<file path="config.mk">
export PLATFORM = sky130hd
export DESIGN_NAME = spb_top
export DESIGN_NICKNAME = d
export VERILOG_FILES = /design/src/spb_pkg.sv /design/src/spb_top.sv
export SDC_FILE = /design/constraint.sdc
export NUM_CORES = 1
export LEC_CHECK = 0
export BUFFER_PORTS_ARGS = -buffer_cell sky130_fd_sc_hd__buf_2
export CAP_MARGIN = 20
export CORE_UTILIZATION = 45
export DETAILED_ROUTE_END_ITERATION = 10
export MAX_ROUTING_LAYER = met4
export PLACE_DENSITY = 0.7
export SETUP_SLACK_MARGIN = 0.5
export SLEW_MARGIN = 20
export SYNTH_ARGS = -nofsm -noshare
export SYNTH_HDL_FRONTEND = slang
export SYNTH_SLANG_ARGS = --single-unit
</file>
<file path="constraint.sdc">
create_clock -name i_clk -period 4 [get_ports i_clk]
set_input_delay 0.4 -clock i_clk [delete_from_list [all_inputs] [get_ports i_clk]]
set_output_delay 0.4 -clock i_clk [all_outputs]
set_load 0.005 [all_outputs]
</file>
<file path="src/spb_pkg.sv">
package spb_pkg;
  // ==========================================================
  // Register offsets (byte addresses on the register port).
  localparam logic [7:0] OFS_CONTROL_ONE = 8'h00;
  localparam logic [7:0] OFS_CONTROL_TWO = 8'h04;
  localparam logic [7:0] OFS_BIT_RATE    = 8'h08;
  localparam logic [7:0] OFS_FLAGS       = 8'h0c;
  localparam logic [7:0] OFS_DATA_PORT   = 8'h10;
  localparam logic [7:0] OFS_IRQ_STATUS  = 8'h14;
  localparam logic [7:0] OFS_IRQ_MASK    = 8'h18;

  // ==========================================================
  // Field positions.
  localparam int BIT_RX_IRQ_EN   = 7;
  localparam int BIT_ENABLE      = 6;
  localparam int BIT_TX_IRQ_EN   = 5;
  localparam int BIT_MASTER      = 4;
  localparam int BIT_SEL_OUT_EN  = 1;
  localparam int BIT_FAULT_EN    = 4;
  localparam int BIT_RX_FULL     = 7;
  localparam int BIT_TX_EMPTY    = 5;
  localparam int BIT_MODE_FAULT  = 4;
  localparam int PRESCALE_LSB    = 4;
  localparam int RATE_LSB        = 0;
  localparam int EVT_RX_DONE     = 0;
  localparam int EVT_TX_EMPTY    = 1;
  localparam int EVT_FAULT       = 2;

  // ==========================================================
  // Reset values and counts.
  localparam logic [7:0] RST_CONTROL_ONE = 8'h00;
  localparam logic [7:0] RST_CONTROL_TWO = 8'h00;
  localparam logic [7:0] RST_BIT_RATE    = 8'h00;
  localparam logic [2:0] RST_EVENTS      = 3'h0;
  localparam logic [3:0] LAST_HALF_BIT   = 4'hf;

  // ==========================================================
  // Control register one, decoded.
  typedef struct packed {
    logic rx_irq_enable;
    logic module_enable;
    logic transmit_irq_enable;
    logic master_select;
    logic select_output_enable;
  } spb_ctl_t;

  typedef enum logic [0:0] {
    SPB_IDLE  = 1'b0,
    SPB_SHIFT = 1'b1
  } spb_state_t;
endpackage

</file>
<file path="src/spb_top.sv">
`timescale 1ns/1ps
module spb_top (
  input  wire logic       i_clk,
  input  wire logic       i_reset,
  input  wire logic [7:0] i_addr,
  input  wire logic [7:0] i_wdata,
  input  wire logic       i_wr,
  input  wire logic       i_rd,
  output logic      [7:0] o_rdata,
  input  wire logic       i_miso,
  input  wire logic       i_ss_n,
  output logic            o_sclk,
  output logic            o_mosi,
  output logic            o_tx_irq,
  output logic            o_rx_irq,
  output logic            o_irq
);
  // ==========================================================
  // Register port decode.
  logic wr_ctl1, wr_ctl2, wr_rate, wr_data, wr_stat, wr_mask;
  logic rd_flags, rd_data;
  assign wr_ctl1  = i_wr && (i_addr == spb_pkg::OFS_CONTROL_ONE);
  assign wr_ctl2  = i_wr && (i_addr == spb_pkg::OFS_CONTROL_TWO);
  assign wr_rate  = i_wr && (i_addr == spb_pkg::OFS_BIT_RATE);
  assign wr_data  = i_wr && (i_addr == spb_pkg::OFS_DATA_PORT);
  assign wr_stat  = i_wr && (i_addr == spb_pkg::OFS_IRQ_STATUS);
  assign wr_mask  = i_wr && (i_addr == spb_pkg::OFS_IRQ_MASK);
  assign rd_flags = i_rd && (i_addr == spb_pkg::OFS_FLAGS);
  assign rd_data  = i_rd && (i_addr == spb_pkg::OFS_DATA_PORT);

  // ==========================================================
  // Configuration registers.
  logic [7:0]         ctl1_q;
  logic [7:0]         ctl2_q;
  logic [7:0]         rate_q;
  spb_pkg::spb_ctl_t  ctl;
  logic [2:0]         prescale_select;
  logic [2:0]         rate_divider_select;
  logic               fault_detect_enable;

  always_ff @(posedge i_clk) begin
    if (i_reset) begin
      ctl1_q <= spb_pkg::RST_CONTROL_ONE;
      ctl2_q <= spb_pkg::RST_CONTROL_TWO;
      rate_q <= spb_pkg::RST_BIT_RATE;
    end else begin
      if (wr_ctl1) begin
        ctl1_q <= i_wdata;
      end
      if (wr_ctl2) begin
        ctl2_q <= i_wdata;
      end
      // No dependence on enable or transfer activity.
      if (wr_rate) begin
        rate_q <= i_wdata & 8'h77;
      end
    end
  end

  assign ctl.rx_irq_enable        = ctl1_q[spb_pkg::BIT_RX_IRQ_EN];
  assign ctl.module_enable        = ctl1_q[spb_pkg::BIT_ENABLE];
  assign ctl.transmit_irq_enable  = ctl1_q[spb_pkg::BIT_TX_IRQ_EN];
  assign ctl.master_select        = ctl1_q[spb_pkg::BIT_MASTER];
  assign ctl.select_output_enable = ctl1_q[spb_pkg::BIT_SEL_OUT_EN];
  assign fault_detect_enable      = ctl2_q[spb_pkg::BIT_FAULT_EN];
  assign prescale_select          = rate_q[spb_pkg::PRESCALE_LSB +: 3];
  assign rate_divider_select      = rate_q[spb_pkg::RATE_LSB +: 3];

  // ==========================================================
  // Pin synchronisers.
  logic [1:0] miso_sync_q;
  logic [1:0] ss_sync_q;
  always_ff @(posedge i_clk) begin
    if (i_reset) begin
      miso_sync_q <= 2'h0;
      ss_sync_q   <= 2'h3;
    end else begin
      miso_sync_q <= {miso_sync_q[0], i_miso};
      ss_sync_q   <= {ss_sync_q[0], i_ss_n};
    end
  end

  // ==========================================================
  // Bit-rate generator.
  // The prescaler ticks once per (code+1) bus cycles; the divider toggles
  // the serial clock every 2^code ticks, so a half period is the product.
  spb_pkg::spb_state_t state_q;
  logic [2:0] pre_cnt_q;
  logic [7:0] div_cnt_q;
  logic       pre_tick;
  logic       half_tick;
  logic [7:0] div_last;

  assign pre_tick  = (pre_cnt_q == prescale_select);
  assign div_last  = 8'((9'h001 << rate_divider_select) - 9'h001);
  assign half_tick = pre_tick && (div_cnt_q == div_last);

  always_ff @(posedge i_clk) begin
    if (i_reset || state_q != spb_pkg::SPB_SHIFT) begin
      pre_cnt_q <= 3'h0;
      div_cnt_q <= 8'h00;
    end else if (pre_tick) begin
      pre_cnt_q <= 3'h0;
      div_cnt_q <= half_tick ? 8'h00 : div_cnt_q + 8'h01;
    end else begin
      pre_cnt_q <= pre_cnt_q + 3'h1;
    end
  end

  // ==========================================================
  // Master shifter and buffers.
  // Only the master side is shifted here; the receive path samples on the
  // leading edge and the transmit path changes on the trailing edge.
  logic [7:0] tx_buf_q;
  logic       tx_full_q;
  logic [7:0] shift_q;
  logic [3:0] half_q;
  logic       rx_bit_q;
  logic [7:0] rx_buf_q;
  logic       rx_full_q;
  logic       tx_empty_q;
  logic       fault_q;
  logic       arm_rx_q, arm_tx_q, arm_fault_q;
  logic       accept_wr;
  logic       xfer_done;
  logic       load_shift;
  logic       fault_in;
  logic       enabled;

  assign enabled    = ctl.module_enable;
  assign accept_wr  = wr_data && arm_tx_q;
  assign xfer_done  = (state_q == spb_pkg::SPB_SHIFT) && half_tick &&
                      (half_q == spb_pkg::LAST_HALF_BIT);
  assign load_shift = enabled && ctl.master_select && tx_full_q &&
                      ((state_q == spb_pkg::SPB_IDLE) || xfer_done);

  always_ff @(posedge i_clk) begin
    if (i_reset || !enabled) begin
      state_q <= spb_pkg::SPB_IDLE;
      half_q  <= 4'h0;
      shift_q <= 8'h00;
      rx_bit_q <= 1'b0;
      o_sclk  <= 1'b0;
    end else if (load_shift) begin
      state_q <= spb_pkg::SPB_SHIFT;
      half_q  <= 4'h0;
      shift_q <= tx_buf_q;
      o_sclk  <= 1'b0;
    end else if (xfer_done) begin
      state_q <= spb_pkg::SPB_IDLE;
      o_sclk  <= 1'b0;
    end else if (state_q == spb_pkg::SPB_SHIFT && half_tick) begin
      half_q <= half_q + 4'h1;
      o_sclk <= ~o_sclk;
      if (o_sclk) begin
        shift_q <= {shift_q[6:0], rx_bit_q};
      end else begin
        rx_bit_q <= miso_sync_q[1];
      end
    end
  end

  // The leading edge samples into a holding bit, so the outgoing bit 0 is
  // not overwritten before it is sent; the trailing edge shifts it in.
  logic [7:0] rx_word;
  assign rx_word = {shift_q[6:0], rx_bit_q};

  always_ff @(posedge i_clk) begin
    if (i_reset) begin
      o_mosi <= 1'b0;
    end else begin
      o_mosi <= shift_q[7];
    end
  end

  // ==========================================================
  // Transmit buffer and transmit-empty flag.
  always_ff @(posedge i_clk) begin
    if (i_reset || !enabled) begin
      tx_full_q  <= 1'b0;
      tx_buf_q   <= 8'h00;
      tx_empty_q <= 1'b1;
    end else begin
      if (accept_wr) begin
        tx_buf_q   <= i_wdata;
        tx_full_q  <= 1'b1;
        tx_empty_q <= 1'b0;
      end else if (load_shift) begin
        tx_full_q  <= 1'b0;
        tx_empty_q <= 1'b1;
      end
    end
  end

  // ==========================================================
  // Receive buffer and receive-full flag.
  always_ff @(posedge i_clk) begin
    if (i_reset || !enabled) begin
      rx_full_q <= 1'b0;
      rx_buf_q  <= 8'h00;
    end else if (xfer_done && !rx_full_q) begin
      rx_full_q <= 1'b1;
      rx_buf_q  <= rx_word;
    end else if (xfer_done) begin
      rx_full_q <= 1'b1;
    end else if (rd_data && arm_rx_q) begin
      rx_full_q <= 1'b0;
    end
  end

  // ==========================================================
  // Mode-fault detection.
  // A low select input is a level, so the flag re-sets while it stays low.
  assign fault_in = enabled && ctl.master_select && fault_detect_enable &&
                    !ctl.select_output_enable && !ss_sync_q[1];

  always_ff @(posedge i_clk) begin
    if (i_reset) begin
      fault_q <= 1'b0;
    end else if (fault_in) begin
      fault_q <= 1'b1;
    end else if (wr_ctl1 && arm_fault_q) begin
      fault_q <= 1'b0;
    end
  end

  // ==========================================================
  // Clearing sequence arming: a status read that sees the flag set.
  always_ff @(posedge i_clk) begin
    if (i_reset || !enabled) begin
      arm_rx_q <= 1'b0;
      arm_tx_q <= 1'b0;
    end else begin
      if (rd_flags) begin
        arm_rx_q <= rx_full_q;
      end else if (rd_data) begin
        arm_rx_q <= 1'b0;
      end
      if (rd_flags) begin
        arm_tx_q <= tx_empty_q;
      end else if (wr_data) begin
        arm_tx_q <= 1'b0;
      end
    end
  end

  always_ff @(posedge i_clk) begin
    if (i_reset) begin
      arm_fault_q <= 1'b0;
    end else if (rd_flags) begin
      arm_fault_q <= fault_q;
    end else if (wr_ctl1) begin
      arm_fault_q <= 1'b0;
    end
  end

  // ==========================================================
  // Sticky event status and mask.
  logic [2:0] evt_q;
  logic [2:0] mask_q;
  logic [2:0] evt_set;
  logic       tx_empty_d1_q;

  always_ff @(posedge i_clk) begin
    if (i_reset) begin
      tx_empty_d1_q <= 1'b1;
    end else begin
      tx_empty_d1_q <= tx_empty_q;
    end
  end

  assign evt_set[spb_pkg::EVT_RX_DONE]  = xfer_done;
  assign evt_set[spb_pkg::EVT_TX_EMPTY] = tx_empty_q && !tx_empty_d1_q;
  assign evt_set[spb_pkg::EVT_FAULT]    = fault_in && !fault_q;

  // A set in the same cycle as a write-one clear wins, so no event is lost.
  always_ff @(posedge i_clk) begin
    if (i_reset) begin
      evt_q  <= spb_pkg::RST_EVENTS;
      mask_q <= spb_pkg::RST_EVENTS;
    end else begin
      evt_q <= (evt_q & ~(wr_stat ? i_wdata[2:0] : 3'h0)) | evt_set;
      if (wr_mask) begin
        mask_q <= i_wdata[2:0];
      end
    end
  end

  assign o_tx_irq = tx_empty_q && ctl.transmit_irq_enable;
  assign o_rx_irq = (rx_full_q || fault_q) && ctl.rx_irq_enable;
  assign o_irq    = |(evt_q & mask_q);

  // ==========================================================
  // Read data, one cycle after the strobe; unmapped addresses read zero.
  logic [7:0] flags;
  assign flags = {rx_full_q, 1'b0, tx_empty_q, fault_q, 4'h0};

  always_ff @(posedge i_clk) begin
    if (i_reset) begin
      o_rdata <= 8'h00;
    end else if (!i_rd) begin
      o_rdata <= 8'h00;
    end else begin
      unique case (i_addr)
        spb_pkg::OFS_CONTROL_ONE: o_rdata <= ctl1_q;
        spb_pkg::OFS_CONTROL_TWO: o_rdata <= ctl2_q;
        spb_pkg::OFS_BIT_RATE:    o_rdata <= rate_q;
        spb_pkg::OFS_FLAGS:       o_rdata <= flags;
        spb_pkg::OFS_DATA_PORT:   o_rdata <= rx_buf_q;
        spb_pkg::OFS_IRQ_STATUS:  o_rdata <= {5'h00, evt_q};
        spb_pkg::OFS_IRQ_MASK:    o_rdata <= {5'h00, mask_q};
        default:                  o_rdata <= 8'h00;
      endcase
    end
  end
endmodule

</file>
== Yosys cells after proc, flatten, opt, wreduce, memory -nomap -nowiden ==
Cells that the tools add are included.

* Output and inout bits: 13
* Input port bits: 22
* Register bits: 91

* Reduce and logical (&&, ||, !) cells: 53
* Eq/ne operators: 10
* Muxes and demuxes: 24
* $add $sub $neg: 4
* Shift-type cells: 1
* Bitwise logic cells: 9

{| class="wikitable"
|+ Operators by type and width
! cell !! number
|-
| one-hot mux 8 bit (7 select lines) || 1
|-
| 2-to-1 mux 8 bit || 5
|-
| logical AND 1 bit || 25
|-
| == test 8 x 5 -> 1 bit, second input constant || 3
|-
| 2-to-1 mux 1 bit || 17
|-
| == test 8 x 4 -> 1 bit, second input constant || 2
|-
| nonzero test 2 bit || 8
|-
| adder 8 x 1 -> 8 bit, second input constant || 1
|-
| == test 8 x 3 -> 1 bit, second input constant || 1
|-
| == test 8 bit || 1
|-
| zero test 8 bit || 1
|-
| left shift 1 x 3 -> 8 bit, first input constant || 1
|-
| subtractor 8 x 1 -> 8 bit, second input constant || 1
|-
| AND 3 bit || 2
|-
| zero test 1 bit || 6
|-
| OR reduction 2 bit || 3
|-
| OR reduction 3 bit || 2
|-
| NOT 1 bit || 5
|-
| adder 4 x 1 -> 4 bit, second input constant || 1
|-
| == test 4 bit, second input constant || 1
|-
| logical OR 1 bit || 4
|-
| AND reduction 4 bit || 1
|-
| adder 3 x 1 -> 3 bit, second input constant || 1
|-
| == test 3 bit || 1
|-
| 7 further kinds || 7
|}

== Logic depth before layout (Yosys ltp) ==
Gate-level depths: netlist of the first run.

* Word-level depth: 10
* Gate-level depth with buffers: 13
* Depth with buffers taken out: 9

== Worst setup path after synthesis of the first run ==
No wires, ideal clock.

* Path kind: register to register
* Start point: register rate_q[0]
* End point: register shift_q[0]
* Required time: 3914 ps
* Library setup time: 86 ps
* Arrival time: 2732 ps
* Stages on the path, launching flop included: 13
* Buffers on the path: 3
* Setup slack: 1183 ps
* Path through: dfxtp_1 > buf_2 > inv_1 > or3_1 > ha_1 > buf_2 > xor2_1 > xnor2_1 > and4_1 > clkbuf_1 > nand4_1 > mux2i_1 > a211oi_1

* Word-level cells in the longest chain between the ends: 10
* Elaborated cells between the ends (all ways): 13

{| class="wikitable"
|+ Ends and longest elaborated chain
! what !! line !! source
|-
| start: declaration || spb_top.sv:35 || <nowiki>logic [7:0] rate_q;</nowiki>
|-
| start signal: assignment || spb_top.sv:45 || <nowiki>rate_q <= spb_pkg::RST_BIT_RATE;</nowiki>
|-
| start signal: assignment || spb_top.sv:55 || <nowiki>rate_q <= i_wdata & 8'h77;</nowiki>
|-
| left shift 1 x 3 -> 8 bit (*) || spb_top.sv:95 || <nowiki>assign div_last = 8'((9'h001 << rate_divider_select) - 9'h001);</nowiki>
|-
| subtractor 8 x 1 -> 8 bit (*) || spb_top.sv:95 ||
|-
| == test 8 bit (*) || spb_top.sv:96 || <nowiki>assign half_tick = pre_tick && (div_cnt_q == div_last);</nowiki>
|-
| logical AND 1 bit (*) || spb_top.sv:96 ||
|-
| logical AND 1 bit (*) || spb_top.sv:132, spb_top.sv:152 ||
|-
| logical AND 1 bit || spb_top.sv:132 || <nowiki>assign xfer_done = (state_q == spb_pkg::SPB_SHIFT) && half_tick &&</nowiki>
|-
| logical OR 1 bit || spb_top.sv:135 || <nowiki>((state_q == spb_pkg::SPB_IDLE) || xfer_done);</nowiki>
|-
| logical AND 1 bit || spb_top.sv:134 || <nowiki>assign load_shift = enabled && ctl.master_select && tx_full_q &&</nowiki>
|-
| inequality test 2 x 1 -> 1 bit (no source line) or nonzero test 2 bit (tied branches) || n/a ||
|-
| AND reduction 3 bit (no source line) || n/a ||
|-
| end signal: assignment || spb_top.sv:147 || <nowiki>shift_q <= tx_buf_q;</nowiki>
|-
| end signal: assignment || spb_top.sv:156 || <nowiki>shift_q <= {shift_q[6:0], rx_bit_q};</nowiki>
|-
| end: declaration || spb_top.sv:116 || <nowiki>logic [7:0] shift_q;</nowiki>
|}

Mark *: on every way between the ends. The rest lies on a longest branch, timed or not.
A chain may end at the register's enable or synchronous reset.

== Worst setup path after layout of the first run ==
* Start point: register rate_q[2]
* End point: register shift_q[5]

Same word-level chain as after synthesis.

==> results.json, run 1 <==
{
  "grt_pass1_vias": 3283,
  "nFillCells": 851,
  "final_hold_viol_count": 0,
  "routed_via_density": 5.71,
  "num_antenna_cells": 0,
  "finalWirelength_um": 9920,
  "grt_pass1_wl_um": 16300,
  "wire_per_inst_um": 16.2,
  "synth_nets": 505,
  "dieWidth_um": 97.9,
  "ys_types": 53,
  "fin_nets": 525,
  "finalSetupTns_ps": 0,
  "violations": "DRC",
  "powerDensity_nw_per_um2": 331,
  "p_total_mw": 1.49,
  "area_growth_pct": 9.07,
  "grt-ovfl-total": 0,
  "ir_drop_mv": 0.184,
  "clk_latency_ps": 350,
  "min_period_ps": 3190,
  "core_region_area_sq_um": 8810,
  "seqPwrFrac_pct": 60.8,
  "crit_type": "reg -> reg",
  "slew_violations": 0,
  "worst_pin_slew_ps": 879,
  "synth_top_flop_cell": "dfxtp_1",
  "seq_area_frac_synth_pct": 44.0,
  "cts_buffers": 9,
  "clkSinkCount": 91,
  "instances_no_fill": 612,
  "yosysWarnings": 0,
  "cts_tree": "yes",
  "syn_inst": 479,
  "dr.pass1.iters": 8,
  "cts_root_buffer": "clkbuf_8",
  "port_buffers": 34,
  "r2r-end": "shift_q[5]",
  "status": "finished with violations",
  "path_max_fanout": 16,
  "internal_power_mw": 1.15,
  "cts_hold_buffers": 0,
  "final_util_pct": 51.2,
  "rrSetupSlack_ps": 810,
  "cp_data_arrival_time_ps": 3390,
  "clkTransAtPathRegs_ps": 90,
  "grt_util_all_layers_pct": 22.1,
  "gp_congestion": 0.874,
  "skew_ps": 8.28,
  "ios": 35,
  "hold-path-cell-count": 2,
  "ctsResizeCount": 0,
  "worst_slack_ps": 807,
  "fmax_ghz": 0.313,
  "synth.ff_latch_count": 91,
  "p_leak_nw": 1.61,
  "synth_area_per_cell_sq_um": 8.64,
  "top_layer_used": "met4",
  "post-route-period-util_pct": 79.8,
  "wl_met2_um": 4710,
  "hp-class": "in -> reg",
  "die_area_sq_um": 9580,
  "start_util_pct": 47.0,
  "cp-start-kind": "flip-flop",
  "r2r_cells": 8,
  "relSlewSlack_pct": 41.4,
  "synth_top_area_share_pct": 44.0,
  "switchingPower_uw": 348,
  "drt_iter0_markers": 158,
  "die_h_um": 97.9,
  "rr_startpoint": "rate_q[2]",
  "synth_edf_count": 0,
  "rsz0062_at_grt": "false",
  "dp.cells": 595,
  "crit_path_end": "shift_q[5]",
  "switching_share_pct": 23.3,
  "clockPowerShare_pct": 36.1,
  "synth_area_leaders": "dfxtp_1, nand2_1, mux2i_1",
  "place_ws_ps": 778,
  "crit_start": "rate_q[2]",
  "grt_max_degree": 42,
  "setup_viol": 0,
  "critical_path_required_ps": 4200,
  "antenna_found_initial": 0,
  "dr_wl_met3_um": 614,
  "drive_gt1_share_pct": 13.3,
  "holdWs_ps": 219,
  "cp-end-kind": "flip-flop",
  "comb_power_share_pct": 3.1,
  "fin_area_sq_um": 4510,
  "post_cts_buffers": 0,
  "dr_total_vias": 3493,
  "post-synth-top-area-cell": "dfxtp_1",
  "core.rowCount": 34,
  "dp_hpwl_um": 7100,
  "placed_cell_area_sq_um": 4340,
  "async_flop_share_pct": 0,
  "syn-cell-area_sq_um": 4140,
  "route.detailed.drc": 1,
  "clk_path_buf_depth": 2,
  "wl_met1_um": 4500,
  "drv_cap": 0,
  "htree_levels": 3,
  "postRouteAntennaNets": 0
}
## synthesized netlist by cell type (2+ instances only)
master	number
xor2_1	11
nand3b_1	2
a22oi_1	7
o21ai_0	15
o32a_1	2
nor2b_1	7
xnor2_1	5
nand2b_1	4
a211oi_1	8
or3_1	6
a31oi_1	2
and2_1	4
nor3_4	2
and4b_1	2
mux4_2	2
clkbuf_1	21
nand4b_1	2
inv_1	6
mux2i_1	31
ha_1	4
nand2_1	86
and3_1	6
nor2_1	25
nand4_1	8
a21oi_1	52
and4_1	3
or2_2	6
buf_2	6
dfxtp_1	91
nand3_1	26
nor3_1	3
nor3b_1	3
## routing by layer
metal | vias to the layer above | GRT usage (%)
li1 | 1718 | -
met1 | 1650 | 28.0
met2 | 112 | 35.2
met3 | 13 | 5.37
met4 | 0 | 5.83
met5 | - | -
## final cells by class
class,instances,area (sq um),area share [%]
Sequential cell,91,1820,40.4
Clock buffer,11,131,2.91
Tap cell,108,135,3.00
Clock inverter,5,30.0,0.666
Multi-Input combinational cell,352,2170,48.0
Timing Repair Buffer,38,200,4.44
Inverter,7,26.3,0.582
## how the worst min path moves through the flow
stage | from | slack [ps] | end
detailed placement | ss_sync_q[0] | 400 | ss_sync_q[1]
floorplan | ss_sync_q[0] | 390 | ss_sync_q[1]
CTS | i_ss_n | 210 | ss_sync_q[0]
global placement | ss_sync_q[0] | 390 | ss_sync_q[1]
global route | i_ss_n | 220 | ss_sync_q[0]
finish | i_ss_n | 220 | ss_sync_q[0]
## power groups by stage
| stage | Sequential (mW) | Clock (mW) | Combinational, mW |
|---|---|---|---|
| after floorplan | 0.929 | 0 | 0.0214 |
| after global placement | 0.929 | 0 | 0.0448 |
| after detailed placement | 0.929 | 0 | 0.0452 |
| after CTS | 0.908 | 0.554 | 0.0452 |
| after global routing | 0.908 | 0.591 | 0.0497 |
| final | 0.908 | 0.539 | 0.0459 |
## worst max-delay path, stage by stage, from the launching register on
cell,delay (ps)
dfxtp_1,640
or3_1,190
ha_1,330
or4bb_1,500
nand4_1,100
a22o_1,270
nand4_1,520
mux2i_1,370
a211oi_1,110
## cell usage in the layout (no fill, tap or decap), types with 3 or more instances in the layout
master and count:
nand2b_1 4, nor3b_1 3, ha_1 4, a211oi_1 8, o21ai_0 15, clkinv_2 3, mux2i_1 31, xnor2_1 5
or2_2 6, nand3_1 26, xor2_1 11, dfxtp_1 91, nor2_1 25, nor2b_1 6, nand2_1 86, buf_4 4
nand4_1 8, or3_1 6, and4_1 3, and3_1 6, nor3_1 3, a22oi_1 7, buf_2 34, and2_1 4
inv_1 6, a21oi_1 52, clkbuf_8 9
## cell families after synthesis
logic type               share of synthesized area (%)
AND/OR/NAND/NOR                                   25.0
multiplexers                                      8.59
buffers and inverters                             3.63
XOR/XNOR                                          3.39
flip-flops                                        44.0
AO/OA/AOI/OAI                                     14.2
adder cells (fa/ha/maj)                           1.21
## state kept, by name, summed over array words and instances (netlist names), 4 cells and up
signal     count
shift_q        8
rate_q         6
ctl1_q         8
div_cnt_q      8
ctl2_q         8
tx_buf_q       8
half_q         4
rx_buf_q       8
o_rdata        8
Note: power is estimated with default switching activity, not from simulation.
==> run 2, diff against run 1 <==
--- a/config.mk
+++ b/config.mk
@@ -10,7 +10,7 @@
 export CORE_UTILIZATION = 45
 export DETAILED_ROUTE_END_ITERATION = 10
 export MAX_ROUTING_LAYER = met4
-export PLACE_DENSITY = 0.7
+export PLACE_DENSITY = 0.72
 export SETUP_SLACK_MARGIN = 0.5
 export SLEW_MARGIN = 20
 export SYNTH_ARGS = -nofsm -noshare
==> constraint.sdc (replaced) <==
create_clock -name i_clk -period 2.9 [get_ports i_clk]
set_input_delay 0.29 -clock i_clk [delete_from_list [all_inputs] [get_ports i_clk]]
set_output_delay 0.29 -clock i_clk [all_outputs]
set_load 0.005 [all_outputs]
==> run 2 against run 1 <==
The run still ends with DRC left. Sequential cell count stayed put. Utilization is 4.0 points higher. Die area stayed put. Wire length is 5.7% higher. Setup slack worse by 340 ps. Design area is 7.7% higher. Cell count is 2.3% higher. Sequential share of layout area is 2.7 points lower. Clock skew is 0.66 ps higher. Largest power group unchanged.
==> results.json, run 2 (synthesis gave the netlist of run 1 again) <==
{
  "status": "finished with violations",
  "violations": "DRC",
  "r2r_cells": 10,
  "critPathSlowestCell": "or3_4",
  "antenna_found_initial": 0,
  "htree_levels": 3,
  "worstHoldStart": "i_ss_n",
  "final_common_cell": "dfxtp_1",
  "cts_buffers": 9,
  "clkTransAtPathRegs_ps": 90,
  "ir_drop_mv": 0.290,
  "hold-path-cell-count": 2,
  "start_util_pct": 47.0,
  "dr_total_vias": 3694,
  "routed_via_density": 5.90,
  "rrSetupSlack_ps": 470,
  "holdWs_ps": 101,
  "die_h_um": 97.9,
  "rsz0062_at_grt": "true",
  "seqCellArea_sq_um": 1830,
  "core.rowCount": 34,
  "grt_util_all_layers_pct": 22.7,
  "instances_no_fill": 626,
  "num_antenna_cells": 0,
  "nFillCells": 784,
  "cp-start-kind": "flip-flop",
  "dieWidth_um": 97.9,
  "dp.cells": 599,
  "die_area_sq_um": 9580,
  "worst_pin_slew_ps": 1030,
  "finalSetupTns_ps": 0,
  "max_stage_delay_ps": 390,
  "cp-end-kind": "flip-flop",
  "fmax_ghz": 0.411,
  "clk_path_buf_depth": 2,
  "clkSinkCount": 91,
  "r2r-end": "rx_buf_q[2]",
  "hp-class": "in -> reg",
  "drive_gt1_share_pct": 22.2,
  "drt_iter0_markers": 193,
  "min_period_ps": 2430,
  "cts_root_buffer": "clkbuf_8",
  "cts_tree": "yes",
  "p_total_mw": 2.22,
  "port_buffers": 34,
  "grt_max_degree": 41,
  "gp_congestion": 0.842,
  "grt-ovfl-total": 0,
  "crit_start": "rate_q[2]",
  "p_leak_nw": 1.72,
  "postRouteAntennaNets": 0,
  "dp_hpwl_um": 6970,
  "cp_data_arrival_time_ps": 2720,
  "grt_pass1_vias": 3358,
  "setup_viol": 0,
  "relSlewSlack_pct": 31.5,
  "post-route-period-util_pct": 84.0,
  "skew_ps": 8.93,
  "crit_type": "reg -> reg",
  "dr.pass1.iters": 7,
  "path_cells": "or3_4 -> ha_4 -> buf_4 -> nand4b_1 -> o21ai_0 -> a22o_2 -> nand4_4 -> nor3_4 -> buf_12 -> mux2i_2",
  "critical_path_required_ps": 3180,
  "slew_violations": 0,
  "fin_nets": 539,
  "powerDensity_nw_per_um2": 457,
  "ios": 35,
  "final_hold_viol_count": 0,
  "finalWirelength_um": 10500,
  "route.detailed.drc": 1,
  "area_growth_pct": 17.5,
  "cts_hold_buffers": 0,
  "core_region_area_sq_um": 8810,
  "rr_startpoint": "rate_q[2]",
  "wire_per_inst_um": 16.7,
  "drv_cap": 0,
  "final_cell_mix": "dfxtp_1, nand2_1, a21oi_1",
  "path_max_fanout": 8,
  "grt_pass1_wl_um": 16800,
  "min_to": "ss_sync_q[0]",
  "clk_latency_ps": 360,
  "multiInputGateArea_sq_um": 2320
}
[run 2: cell count changes in the layout (fill, tap and decap cells not counted), moves of 4 or more]
cell	before	now
a21oi_4	0	4
a21oi_1	52	42
buf_4	4	13
a21oi_2	0	6
a211oi_1	8	0
a211oi_2	0	8
[run 2: critical path: cells and delay by family (launching register included)]
kind            cells  cell delay (ps)
buf+inv             2              300
compound gates      2              350
simple gates        4              910
fa+ha+maj           1              200
flops               1              370
mux                 1              200
[run 2: what timing repair did]
item                       CTS  global route
resized for setup           11            35
gates cloned                 0             1
setup endpoints to repair   34            34
pin swaps                    3            15
setup buffers                8             2
[run 2: final cells by class]
type                       instances  area share [%]
clock buffer                      10            2.83
clock inverter                     6            1.47
inverter                           7           0.541
multi-input combinational        352            47.8
sequential                        91            37.7
tap                              108            2.78
timing repair buffer              52            6.92
[run 2: report_power, final]
group / switching (mW) / internal (mW)
sequential: 0.000888 / 1.25
clock: 0.473 / 0.431
combinational: 0.0449 / 0.0211
[run 2: metal layers]
| metal | GRT usage [%] | up-vias | wire [um] |
|---|---|---|---|
| met4 | 5.24 | 0 | 118 |
| met2 | 35.5 | 113 | 4970 |
| li1 | - | 1753 | - |
| met5 | - | - | 0 |
| met3 | 5.94 | 13 | 554 |
| met1 | 29.4 | 1815 | 4840 |
[run 2: how the worst max path moves through the flow]
stage / depth (start not counted) / endpoint / slack (ps)
finish: 10 / rx_buf_q[2] / 470
global route: 9 / rx_buf_q[2] / 370
CTS: 8 / rx_buf_q[1] / 440
detailed placement: 8 / rx_buf_q[2] / 150
global placement: 8 / rx_buf_q[0] / 290
floorplan: 11 / shift_q[0] / 330
[run 2: per-stage QoR]
stage          utilization, %  instance area (sq um)  setup slack (ps)
3_3_place_gp             49.8                   4380               288
2_1_floorplan               -                   4180               331
5_1_grt                  55.2                   4860               372
3_5_place_dp             49.8                   4380               152
6_report                 55.2                   4860               465
4_1_cts                  53.4                   4700               439
